File: config.mk
export PLATFORM = sky130hd
export DESIGN_NAME = diag_led_error_blinker
export DESIGN_NICKNAME = d
export VERILOG_FILES = /design/src/rtl/diag_led_pkg.sv /design/src/rtl/diag_led_error_blinker.sv
export SDC_FILE = /design/constraint.sdc
export NUM_CORES = 1
export LEC_CHECK = 0
export ABC_AREA = 0
export BUFFER_PORTS_ARGS = -buffer_cell sky130_fd_sc_hd__buf_2
export CORE_ASPECT_RATIO = 0.5
export CORE_MARGIN = 3
export CORE_UTILIZATION = 28
export CTS_BUF_LIST = sky130_fd_sc_hd__clkbuf_2 sky130_fd_sc_hd__clkbuf_4 sky130_fd_sc_hd__clkbuf_8
export DETAILED_ROUTE_END_ITERATION = 8
export GPL_TIMING_DRIVEN = 0
export PLACE_DENSITY = 0.52
export SETUP_SLACK_MARGIN = 0.05
export SLEW_MARGIN = 20
export SYNTH_ARGS = -nofsm -noshare
export SYNTH_HDL_FRONTEND = slang
export SYNTH_SLANG_ARGS = --single-unit
File: constraint.sdc
create_clock -name ref_clk_i -period 2.1 [get_ports ref_clk_i]
set_clock_uncertainty 0.15 [all_clocks]
set_input_delay 0.42 -clock ref_clk_i [delete_from_list [all_inputs] [get_ports ref_clk_i]]
set_output_delay 0.42 -clock ref_clk_i [all_outputs]
set_load 0.01 [all_outputs]
File: src/rtl/diag_led_pkg.sv
package diag_led_pkg;

  // ****************************************
  // timebase
  // ****************************************
  localparam int unsigned CLK_HZ_DEF     = 40_000_000;
  localparam int unsigned MARKER_MS      = 3000;
  localparam int unsigned DIGIT_GAP_MS   = 2000;
  localparam int unsigned PULSE_ON_MS    = 300;
  localparam int unsigned PULSE_OFF_MS   = 400;
  localparam int unsigned TICK_MS        = 1;

  // ****************************************
  // widths
  // ****************************************
  localparam int unsigned SEL_W          = 6;
  localparam int unsigned CODE_W         = 8;
  localparam int unsigned DIGIT_W        = 4;
  localparam int unsigned MS_CNT_W       = 13;
  localparam int unsigned PRE_W          = 24;
  localparam int unsigned SYNC_STAGES    = 3;

  localparam logic [MS_CNT_W-1:0] MARKER_TICKS = MS_CNT_W'(MARKER_MS / TICK_MS);
  localparam logic [MS_CNT_W-1:0] GAP_TICKS    = MS_CNT_W'(DIGIT_GAP_MS / TICK_MS);
  localparam logic [MS_CNT_W-1:0] ON_TICKS     = MS_CNT_W'(PULSE_ON_MS / TICK_MS);
  localparam logic [MS_CNT_W-1:0] OFF_TICKS    = MS_CNT_W'(PULSE_OFF_MS / TICK_MS);
  localparam logic [MS_CNT_W-1:0] ONE_TICK     = 13'h0001;
  localparam logic [DIGIT_W-1:0]  DIGIT_ONE    = 4'h1;
  localparam logic [DIGIT_W-1:0]  DIGIT_ZERO   = 4'h0;
  localparam logic [CODE_W-1:0]   CODE_ZERO    = 8'h00;
  localparam logic [SEL_W-1:0]    SEL_ZERO     = 6'h00;
  localparam logic [PRE_W-1:0]    PRE_ZERO     = 24'h000000;
  localparam logic [PRE_W-1:0]    PRE_ONE      = 24'h000001;
  localparam logic [MS_CNT_W-1:0] MS_ZERO      = 13'h0000;

  typedef enum logic [2:0] {
    ST_IDLE,
    ST_RUN,
    ST_MARK,
    ST_HI_ON,
    ST_HI_OFF,
    ST_GAP1,
    ST_LO_ON,
    ST_LO_OFF
  } blink_state_e;

endpackage

File: src/rtl/diag_led_error_blinker.sv
`timescale 1ns/1ps

module diag_led_error_blinker
  import diag_led_pkg::*;
#(
  parameter int unsigned CLK_HZ = CLK_HZ_DEF
) (
  input  wire logic              ref_clk_i,
  input  wire logic              rst_i,
  input  wire logic [SEL_W-1:0]  test_select_jumpers_i,
  input  wire logic              diag_restart_i,
  input  wire logic              diag_pass_i,
  input  wire logic              diag_fail_i,
  input  wire logic [CODE_W-1:0] ext_status_code_i,
  output logic                   diag_start_o,
  output logic [SEL_W-1:0]       diag_select_o,
  output logic                   diag_running_o,
  output logic                   error_indicator_o,
  output logic                   ready_indicator_o
);

  // ****************************************
  // prescaler
  // ****************************************
  // ticks per millisecond; tracks the clock parameter so intervals stay true
  localparam logic [PRE_W-1:0] PRE_TICKS = PRE_W'((CLK_HZ / 1000) * TICK_MS);

  logic [PRE_W-1:0] pre_r;
  logic [PRE_W-1:0] pre_nxt;
  logic             tick;

  always_comb begin
    tick    = (pre_r == PRE_TICKS - PRE_ONE);
    pre_nxt = tick ? PRE_ZERO : pre_r + PRE_ONE;
  end

  always_ff @(posedge ref_clk_i) begin
    if (rst_i) begin
      pre_r <= PRE_ZERO;
    end else begin
      pre_r <= pre_nxt;
    end
  end

  // ****************************************
  // jumper synchroniser
  // ****************************************
  // jumpers are static straps; three stages and an agree check reject bounce
  logic [SEL_W-1:0] sel_s1_r;
  logic [SEL_W-1:0] sel_s2_r;
  logic [SEL_W-1:0] sel_s3_r;
  logic [SEL_W-1:0] sel_r;
  logic [SEL_W-1:0] sel_nxt;

  always_comb begin
    sel_nxt = (sel_s2_r == sel_s3_r) ? sel_s3_r : sel_r;
  end

  always_ff @(posedge ref_clk_i) begin
    if (rst_i) begin
      sel_s1_r <= SEL_ZERO;
      sel_s2_r <= SEL_ZERO;
      sel_s3_r <= SEL_ZERO;
      sel_r    <= SEL_ZERO;
    end else begin
      sel_s1_r <= test_select_jumpers_i;
      sel_s2_r <= sel_s1_r;
      sel_s3_r <= sel_s2_r;
      sel_r    <= sel_nxt;
    end
  end

  // ****************************************
  // sequencer
  // ****************************************
  blink_state_e      st_r;
  blink_state_e      st_nxt;
  logic [MS_CNT_W-1:0] ms_r;
  logic [MS_CNT_W-1:0] ms_nxt;
  logic [DIGIT_W-1:0]  dig_r;
  logic [DIGIT_W-1:0]  dig_nxt;
  logic [CODE_W-1:0]   code_r;
  logic [CODE_W-1:0]   code_nxt;
  logic                rdy_r;
  logic                rdy_nxt;
  logic                err_r;
  logic                err_nxt;
  logic                start_r;
  logic                start_nxt;
  logic                expired;
  logic [DIGIT_W-1:0]  hi_dig;
  logic [DIGIT_W-1:0]  lo_dig;

  always_comb begin
    expired   = tick && (ms_r == ONE_TICK);
    hi_dig    = code_r[CODE_W-1:DIGIT_W];
    lo_dig    = code_r[DIGIT_W-1:0];
    st_nxt    = st_r;
    ms_nxt    = (tick && ms_r != MS_ZERO) ? ms_r - ONE_TICK : ms_r;
    dig_nxt   = dig_r;
    code_nxt  = code_r;
    rdy_nxt   = rdy_r;
    err_nxt   = err_r;
    start_nxt = 1'b0;
    case (st_r)
      ST_IDLE: begin
        // first cycle after reset starts a test unprompted, with diag_select_o still at SEL_ZERO
        st_nxt    = ST_RUN;
        start_nxt = 1'b1;
        rdy_nxt   = 1'b0;
        err_nxt   = 1'b0;
      end
      ST_RUN: begin
        if (diag_fail_i) begin
          st_nxt   = ST_MARK;
          code_nxt = ext_status_code_i;
          rdy_nxt  = 1'b0;
          err_nxt  = 1'b1;
          ms_nxt   = MARKER_TICKS;
        end else if (diag_pass_i) begin
          rdy_nxt   = ~rdy_r;
          start_nxt = 1'b1;
        end
      end
      ST_MARK: begin
        if (expired) begin
          err_nxt = 1'b0;
          if (hi_dig == DIGIT_ZERO) begin
            // zero digit: no pulses, straight to its gap
            st_nxt = ST_GAP1;
            ms_nxt = GAP_TICKS;
          end else begin
            // dark spacer first, else the first pulse merges into the marker
            st_nxt  = ST_HI_OFF;
            err_nxt = 1'b0;
            dig_nxt = hi_dig;
            ms_nxt  = OFF_TICKS;
          end
        end
      end
      ST_HI_ON, ST_LO_ON: begin
        if (expired) begin
          err_nxt = 1'b0;
          st_nxt  = (st_r == ST_HI_ON) ? ST_HI_OFF : ST_LO_OFF;
          dig_nxt = dig_r - DIGIT_ONE;
          // last pulse goes straight into the long gap
          ms_nxt  = (dig_r == DIGIT_ONE) ? GAP_TICKS : OFF_TICKS;
        end
      end
      ST_HI_OFF: begin
        if (expired) begin
          if (dig_r == DIGIT_ZERO) begin
            // the long gap was served here, lower digit follows directly
            if (lo_dig == DIGIT_ZERO) begin
              st_nxt = ST_LO_OFF;
              ms_nxt = GAP_TICKS;
            end else begin
              st_nxt  = ST_LO_ON;
              err_nxt = 1'b1;
              dig_nxt = lo_dig;
              ms_nxt  = ON_TICKS;
            end
          end else begin
            st_nxt  = ST_HI_ON;
            err_nxt = 1'b1;
            ms_nxt  = ON_TICKS;
          end
        end
      end
      ST_GAP1: begin
        if (expired) begin
          if (lo_dig == DIGIT_ZERO) begin
            st_nxt = ST_LO_OFF;
            ms_nxt = GAP_TICKS;
          end else begin
            st_nxt  = ST_LO_ON;
            err_nxt = 1'b1;
            dig_nxt = lo_dig;
            ms_nxt  = ON_TICKS;
          end
        end
      end
      ST_LO_OFF: begin
        if (expired) begin
          if (dig_r == DIGIT_ZERO) begin
            st_nxt  = ST_MARK;
            err_nxt = 1'b1;
            ms_nxt  = MARKER_TICKS;
          end else begin
            st_nxt  = ST_LO_ON;
            err_nxt = 1'b1;
            ms_nxt  = ON_TICKS;
          end
        end
      end
      default: begin
        st_nxt = ST_IDLE;
      end
    endcase
    // a new diagnostic start ends any blinking
    if (diag_restart_i) begin
      st_nxt = ST_IDLE;
    end
  end

  always_ff @(posedge ref_clk_i) begin
    if (rst_i) begin
      st_r    <= ST_IDLE;
      ms_r    <= MS_ZERO;
      dig_r   <= DIGIT_ZERO;
      code_r  <= CODE_ZERO;
      rdy_r   <= 1'b0;
      err_r   <= 1'b0;
      start_r <= 1'b0;
    end else begin
      st_r    <= st_nxt;
      ms_r    <= ms_nxt;
      dig_r   <= dig_nxt;
      code_r  <= code_nxt;
      rdy_r   <= rdy_nxt;
      err_r   <= err_nxt;
      start_r <= start_nxt;
    end
  end

  assign diag_start_o      = start_r;
  assign diag_select_o     = sel_r;
  assign diag_running_o    = (st_r == ST_RUN);
  assign error_indicator_o = err_r;
  assign ready_indicator_o = rdy_r;

endmodule

After elaboration in Yosys (flattened, before gate mapping)

Cells that the tools add are included.

Word-level logic and storage cells: 102
Bits in writable memories: 0
Input port bits: 19
Register bits after elaboration: 79
Latch bits: 0
Memories: 0
ROM bits: 0

Eq/ne operators: 21
Reductions and logical operators: 18
Shift-type cells: 0
Add/subtract/negate cells: 3
Multipliers: 0
Divide/modulo/power cells: 0
Muxes and demuxes: 47
Bitwise gates (word level): 1
Magnitude comparators: 0

Operator list:

| operator              | count |
|---|---|
| $mux 13               | 7 |
| $pmux 13 s6           | 1 |
| $mux 11               | 4 |
| $mux 4                | 7 |
| $add 24x1->24 const B | 1 |
| $eq 24x16->1 const B  | 1 |
| $mux 3                | 8 |
| $pmux 3 s7            | 1 |
| $ne 2x2->1 const B    | 8 |
| $pmux 4 s4            | 1 |
| $eq 13x1->1 const B   | 1 |
| $mux 1                | 13 |
| $reduce_bool 13->1    | 1 |
| $sub 13x1->13 const B | 1 |
| $eq 3x3->1 const B    | 4 |
| $logic_not 4->1       | 3 |
| $mux 12               | 1 |
| $reduce_and 7->1      | 1 |
| $eq 3x2->1 const B    | 2 |
| $eq 6x6->1            | 1 |
| $pmux 1 s6            | 1 |
| $reduce_and 6->1      | 1 |
| $reduce_or 2->1       | 3 |
| $reduce_and 5->1      | 1 |
| other kinds (14)      | 17 |

Depth between registers and ports, before layout

Depth in word-level cells: 5
Depth in mapped cells: 8
Mapped depth without buffers: 8

Worst setup path after synthesis

Ideal clock, no wire load.

Path type: register to register
Start point: reg pre_r[0]
End point: reg ms_r[11]
Setup slack: -0.172 ns
Cell stages (with the launch flop): 9
Buffers on the path: 1
Arrival time: 1.989 ns
Library setup time: 0.132 ns
Cell sequence: dfxtp_1 > ha_1 > and4_1 > nand2_1 > or3_1 > buf_6 > o31a_1 > o31ai_1 > a21oi_1

Longest elaborated chain between the ends: 5
Elaborated cells between the ends (all ways): 11

RTL lines:

| what                            | line                          | source |
|---|---|---|
| start: declaration              | diag_led_error_blinker.sv:28  | `logic [PRE_W-1:0] pre_r;` |
| start signal: assignment        | diag_led_error_blinker.sv:41  | `pre_r <= pre_nxt;` |
| $eq 24x16->1 *                  | diag_led_error_blinker.sv:33  | `tick = (pre_r == PRE_TICKS - PRE_ONE);` |
| $logic_and 1x1->1               | diag_led_error_blinker.sv:99  | `ms_nxt = (tick && ms_r != MS_ZERO) ? ms_r - ONE_TICK : ms_r;` |
| $mux 13                         | diag_led_error_blinker.sv:99  |  |
| $mux 13 (tied with other cells) | diag_led_error_blinker.sv:184 | `if (expired) begin` |
| $pmux 13 s6 *                   | diag_led_error_blinker.sv:105 | `case (st_r)` |
| end signal: assignment          | diag_led_error_blinker.sv:217 | `ms_r <= ms_nxt;` |
| end: declaration                | diag_led_error_blinker.sv:78  | `logic [MS_CNT_W-1:0] ms_r;` |

Every way passes the cells marked *; elsewhere a longest branch is shown, timed or not.
A chain may end at the register's enable or synchronous reset.

Worst setup path after layout

Start point: reg ms_r[3]
End point: reg ms_r[9]

Longest elaborated chain between the ends: 5
Elaborated cells between the ends (all ways): 13

RTL lines:

| what                                                                  | line |
|---|---|
| parallel branches: the longest is 4 deep, another holds $sub 13x1->13 | n/a |
| $pmux 13 s6 *                                                         | diag_led_error_blinker.sv:105 |

Mark *: on every way between the ends.

==> qor.csv <==
metric,value,unit
outcome,"complete, but fails checks",
violations,setup timing,
clock_sinks,79,
nNetsFinal,544,
p_per_area,599,nW/um^2
stdcell_count,709,
n_antenna_cell,0,
grt_overflow,0,
die_h,89.5,um
yosys_most_used_dff,dfxtp_1,
drc,0,
crit_required,2250,ps
synth_adder_area_share,2.25,%
dp_slack,-442,ps
grt_usage,12.7,%
first_pass_iters,4,
postCtsHoldBufs,0,
clock-root-buffer,clkbuf_8,
max_clock_freq,443,MHz
arrival,2410,ps
grt_max_degree,16,
numPortBuffers,28,
core_area,13100,sq um
layout_setup_ws,-156,ps
drt-initial-drc-count,178,
ys_ff_latch,79,
synth_compound_area_share,14.9,%
clock_latency,370,ps
yosys.area_share.simple,28.6,%
antenna_found_initial,0,
vias,3457,
rsz0062_at_grt,true,
synthArstFlopShare,0,%
finalMaxSlewViolations,0,
synth_warnings,0,
crit_type,reg2reg,
synthDistinctLibCells,61,
grt_pass1_wl,16000,um
end_kind,flop,
hpwl,6800,um
routed_via_density,4.88,
finalCritPeriodShare,107,%
syn-instance-count,452,
final_core_util,37.8,%
start_kind,flop,
die-area,15500,sq um
seq_area_frac_synth,40.5,%
drv_cap,0,
tritoncts,done,
placed_cells,666,
synth_xor_area_share,7.63,%
hold_viol,0,
clockBufferDepth,2,
finalSetupViolations,15,
crit_fanout,5,
clk_pin_slew,100,ps
synth_edf_count,0,
total_leakage_power,1.94,nW
tightest_slew,596,ps
area_growth,27.2,%
synthesis.area,3900,sq um
cts-htree-levels,3,
muxShareOfSynthArea,3.14,%
n_fill_cell,1344,
fin_crit,2260,ps
ant_nets,0,
wl_per_cell,13.7,um
grt_pass1_vias,3191,
rows,29,
hold_class,in2reg,
cts_buffers,9,
hold_slack,103,ps
routed_wl,9720,um
synth_nets,478,
gp_congestion,0.825,
syn_avg_cell_area,8.63,sq um
drive_gt1_share,27.3,%
multiInputGateArea,2450,sq um
seq_area,1610,sq um
initial_core_util,29.7,%
die_w,173,um
ir_drop,0.279,mV
synth_top_family_by_area,simple AND/OR/NAND/NOR gates,
relSlewSlack,60.2,%
ios,29,
## kinds of logic (layout without fill, tap and decap cells)
| family | after synthesis | count (layout) |
|---|---|---|
| simple gates | 205 | 205 |
| buf+inv | 28 | 99 |
| flops | 79 | 79 |
| xor+xnor | 34 | 34 |
| fa+ha+maj | 7 | 7 |
| compound gates | 87 | 87 |
| mux | 12 | 12 |
## critical path, stage by stage (launching register included)
cell	delay (ps)
dfxtp_2	360
or4_4	550
nor2_2	150
nand4_1	250
buf_4	220
a211oi_1	260
o22ai_1	110
a21oi_1	150
## sequential cells by signal, summed over array words and instances, names as in the netlist
name and count:
st_r 3, ms_r 13, diag_start_o 1, sel_s1_r 6, sel_s2_r 6, code_r 8
pre_r 24, dig_r 4, ready_indicator_o 1, error_indicator_o 1, diag_select_o 6, sel_s3_r 6
## cells in the mapped netlist (all sizes together) (2+ instances only)
library cell / n / area [sq um]
a211o: 2 / 17.5
xnor2: 10 / 87.6
o32ai: 3 / 26.3
buf: 6 / 32.5
dfxtp: 79 / 1580
and4b: 2 / 20.0
nor2b: 22 / 138
o211ai: 2 / 15.0
or3: 5 / 31.3
o2111ai: 2 / 17.5
nor3: 11 / 65.1
nor3b: 3 / 22.5
nor4: 10 / 103
xor2: 24 / 210
a2111oi: 2 / 37.5
o31ai: 5 / 37.5
mux2i: 10 / 100
a211oi: 6 / 45.0
and4: 3 / 26.3
nand2: 39 / 146
ha: 7 / 87.6
o21a: 3 / 22.5
o22ai: 2 / 12.5
nand4b: 2 / 17.5
nor4b: 4 / 35.0
nor2: 54 / 203
a21oi: 31 / 159
o21ai: 17 / 85.1
or4: 3 / 22.5
nand4: 12 / 75.1
and3: 5 / 31.3
clkbuf: 11 / 41.3
a31oi: 2 / 12.5
and2: 3 / 18.8
or2: 3 / 18.8
mux2: 2 / 22.5
inv: 11 / 41.3
nand2b: 2 / 12.5
nand3: 19 / 100
## metal layers
metal  share of wire, %  up-vias  global-route usage (%)
met5                  0        -                       0
met4               0.85        0                    3.23
met3                4.3        8                    2.88
met2                 45       78                    21.0
met1                 50     1626                    17.1
li1                   -     1745                       -
## layout by cell type (no fill, tap or decap), types with 4 or more instances in the layout
master	count
dfxtp_1	64
nor2_1	51
nand2_1	36
a21oi_1	29
buf_2	29
xor2_1	24
buf_4	24
nor2b_1	22
nand3_1	16
o21ai_0	16
nand4_1	12
dfxtp_2	11
inv_1	10
xnor2_1	10
mux2i_1	10
clkbuf_1	9
clkbuf_8	9
nor3_1	7
buf_6	6
nor4_4	5
and3_1	5
or3_1	5
ha_1	5
a211oi_1	4
clkinvlp_4	4
dfxtp_4	4
## repair_timing
| item | in CTS | in global routing |
|---|---|---|
| gates resized for setup | 46 | 24 |
| setup buffers | 23 | 5 |
| endpoints found under the setup margin | 50 | 45 |
| endpoints found under the hold margin | 0 | 0 |
| pin swaps | 23 | 16 |
## final cells by class
cell class	count	area share [%]
clock buffers	9	2.50
plain buffers	17	1.87
repair buffers	55	7.13
multi-input cells	345	49.4
flip-flops and latches	79	32.4
well taps	186	4.69
clock inverters	7	1.13
inverters	11	0.832
## final timing paths
path,startpoint,to,slack (ps),cells past startpoint
hold / removal,diag_restart_i,st_r[0],100,2
setup reg to reg,ms_r[3],ms_r[9],-160,7
hold reg to reg,sel_s1_r[4],sel_s2_r[4],290,1
setup / recovery,ms_r[3],ms_r[9],-160,7
## stage by stage
stage | TNS [ps] | power, W | cell area [sq um]
global route | -4800 | 0.00311 | 4960
floorplan | -52.4 | 0.00181 | 3930
detailed placement | -7520 | 0.00190 | 4310
global placement | -7430 | 0.00190 | 4310
CTS | -707 | 0.00299 | 4840
finish | -982 | 0.00297 | 4960
## power by group
group	internal [W]	leakage [nW]	switching, W	total [W]
registers	0.00154	0.650	0.0000390	0.00158
clock network	0.000439	0.0785	0.000619	0.00106
logic	0.000149	1.21	0.000192	0.000341
total	0.00212	1.94	0.000850	0.00297
(Power assumes the default switching activity.)
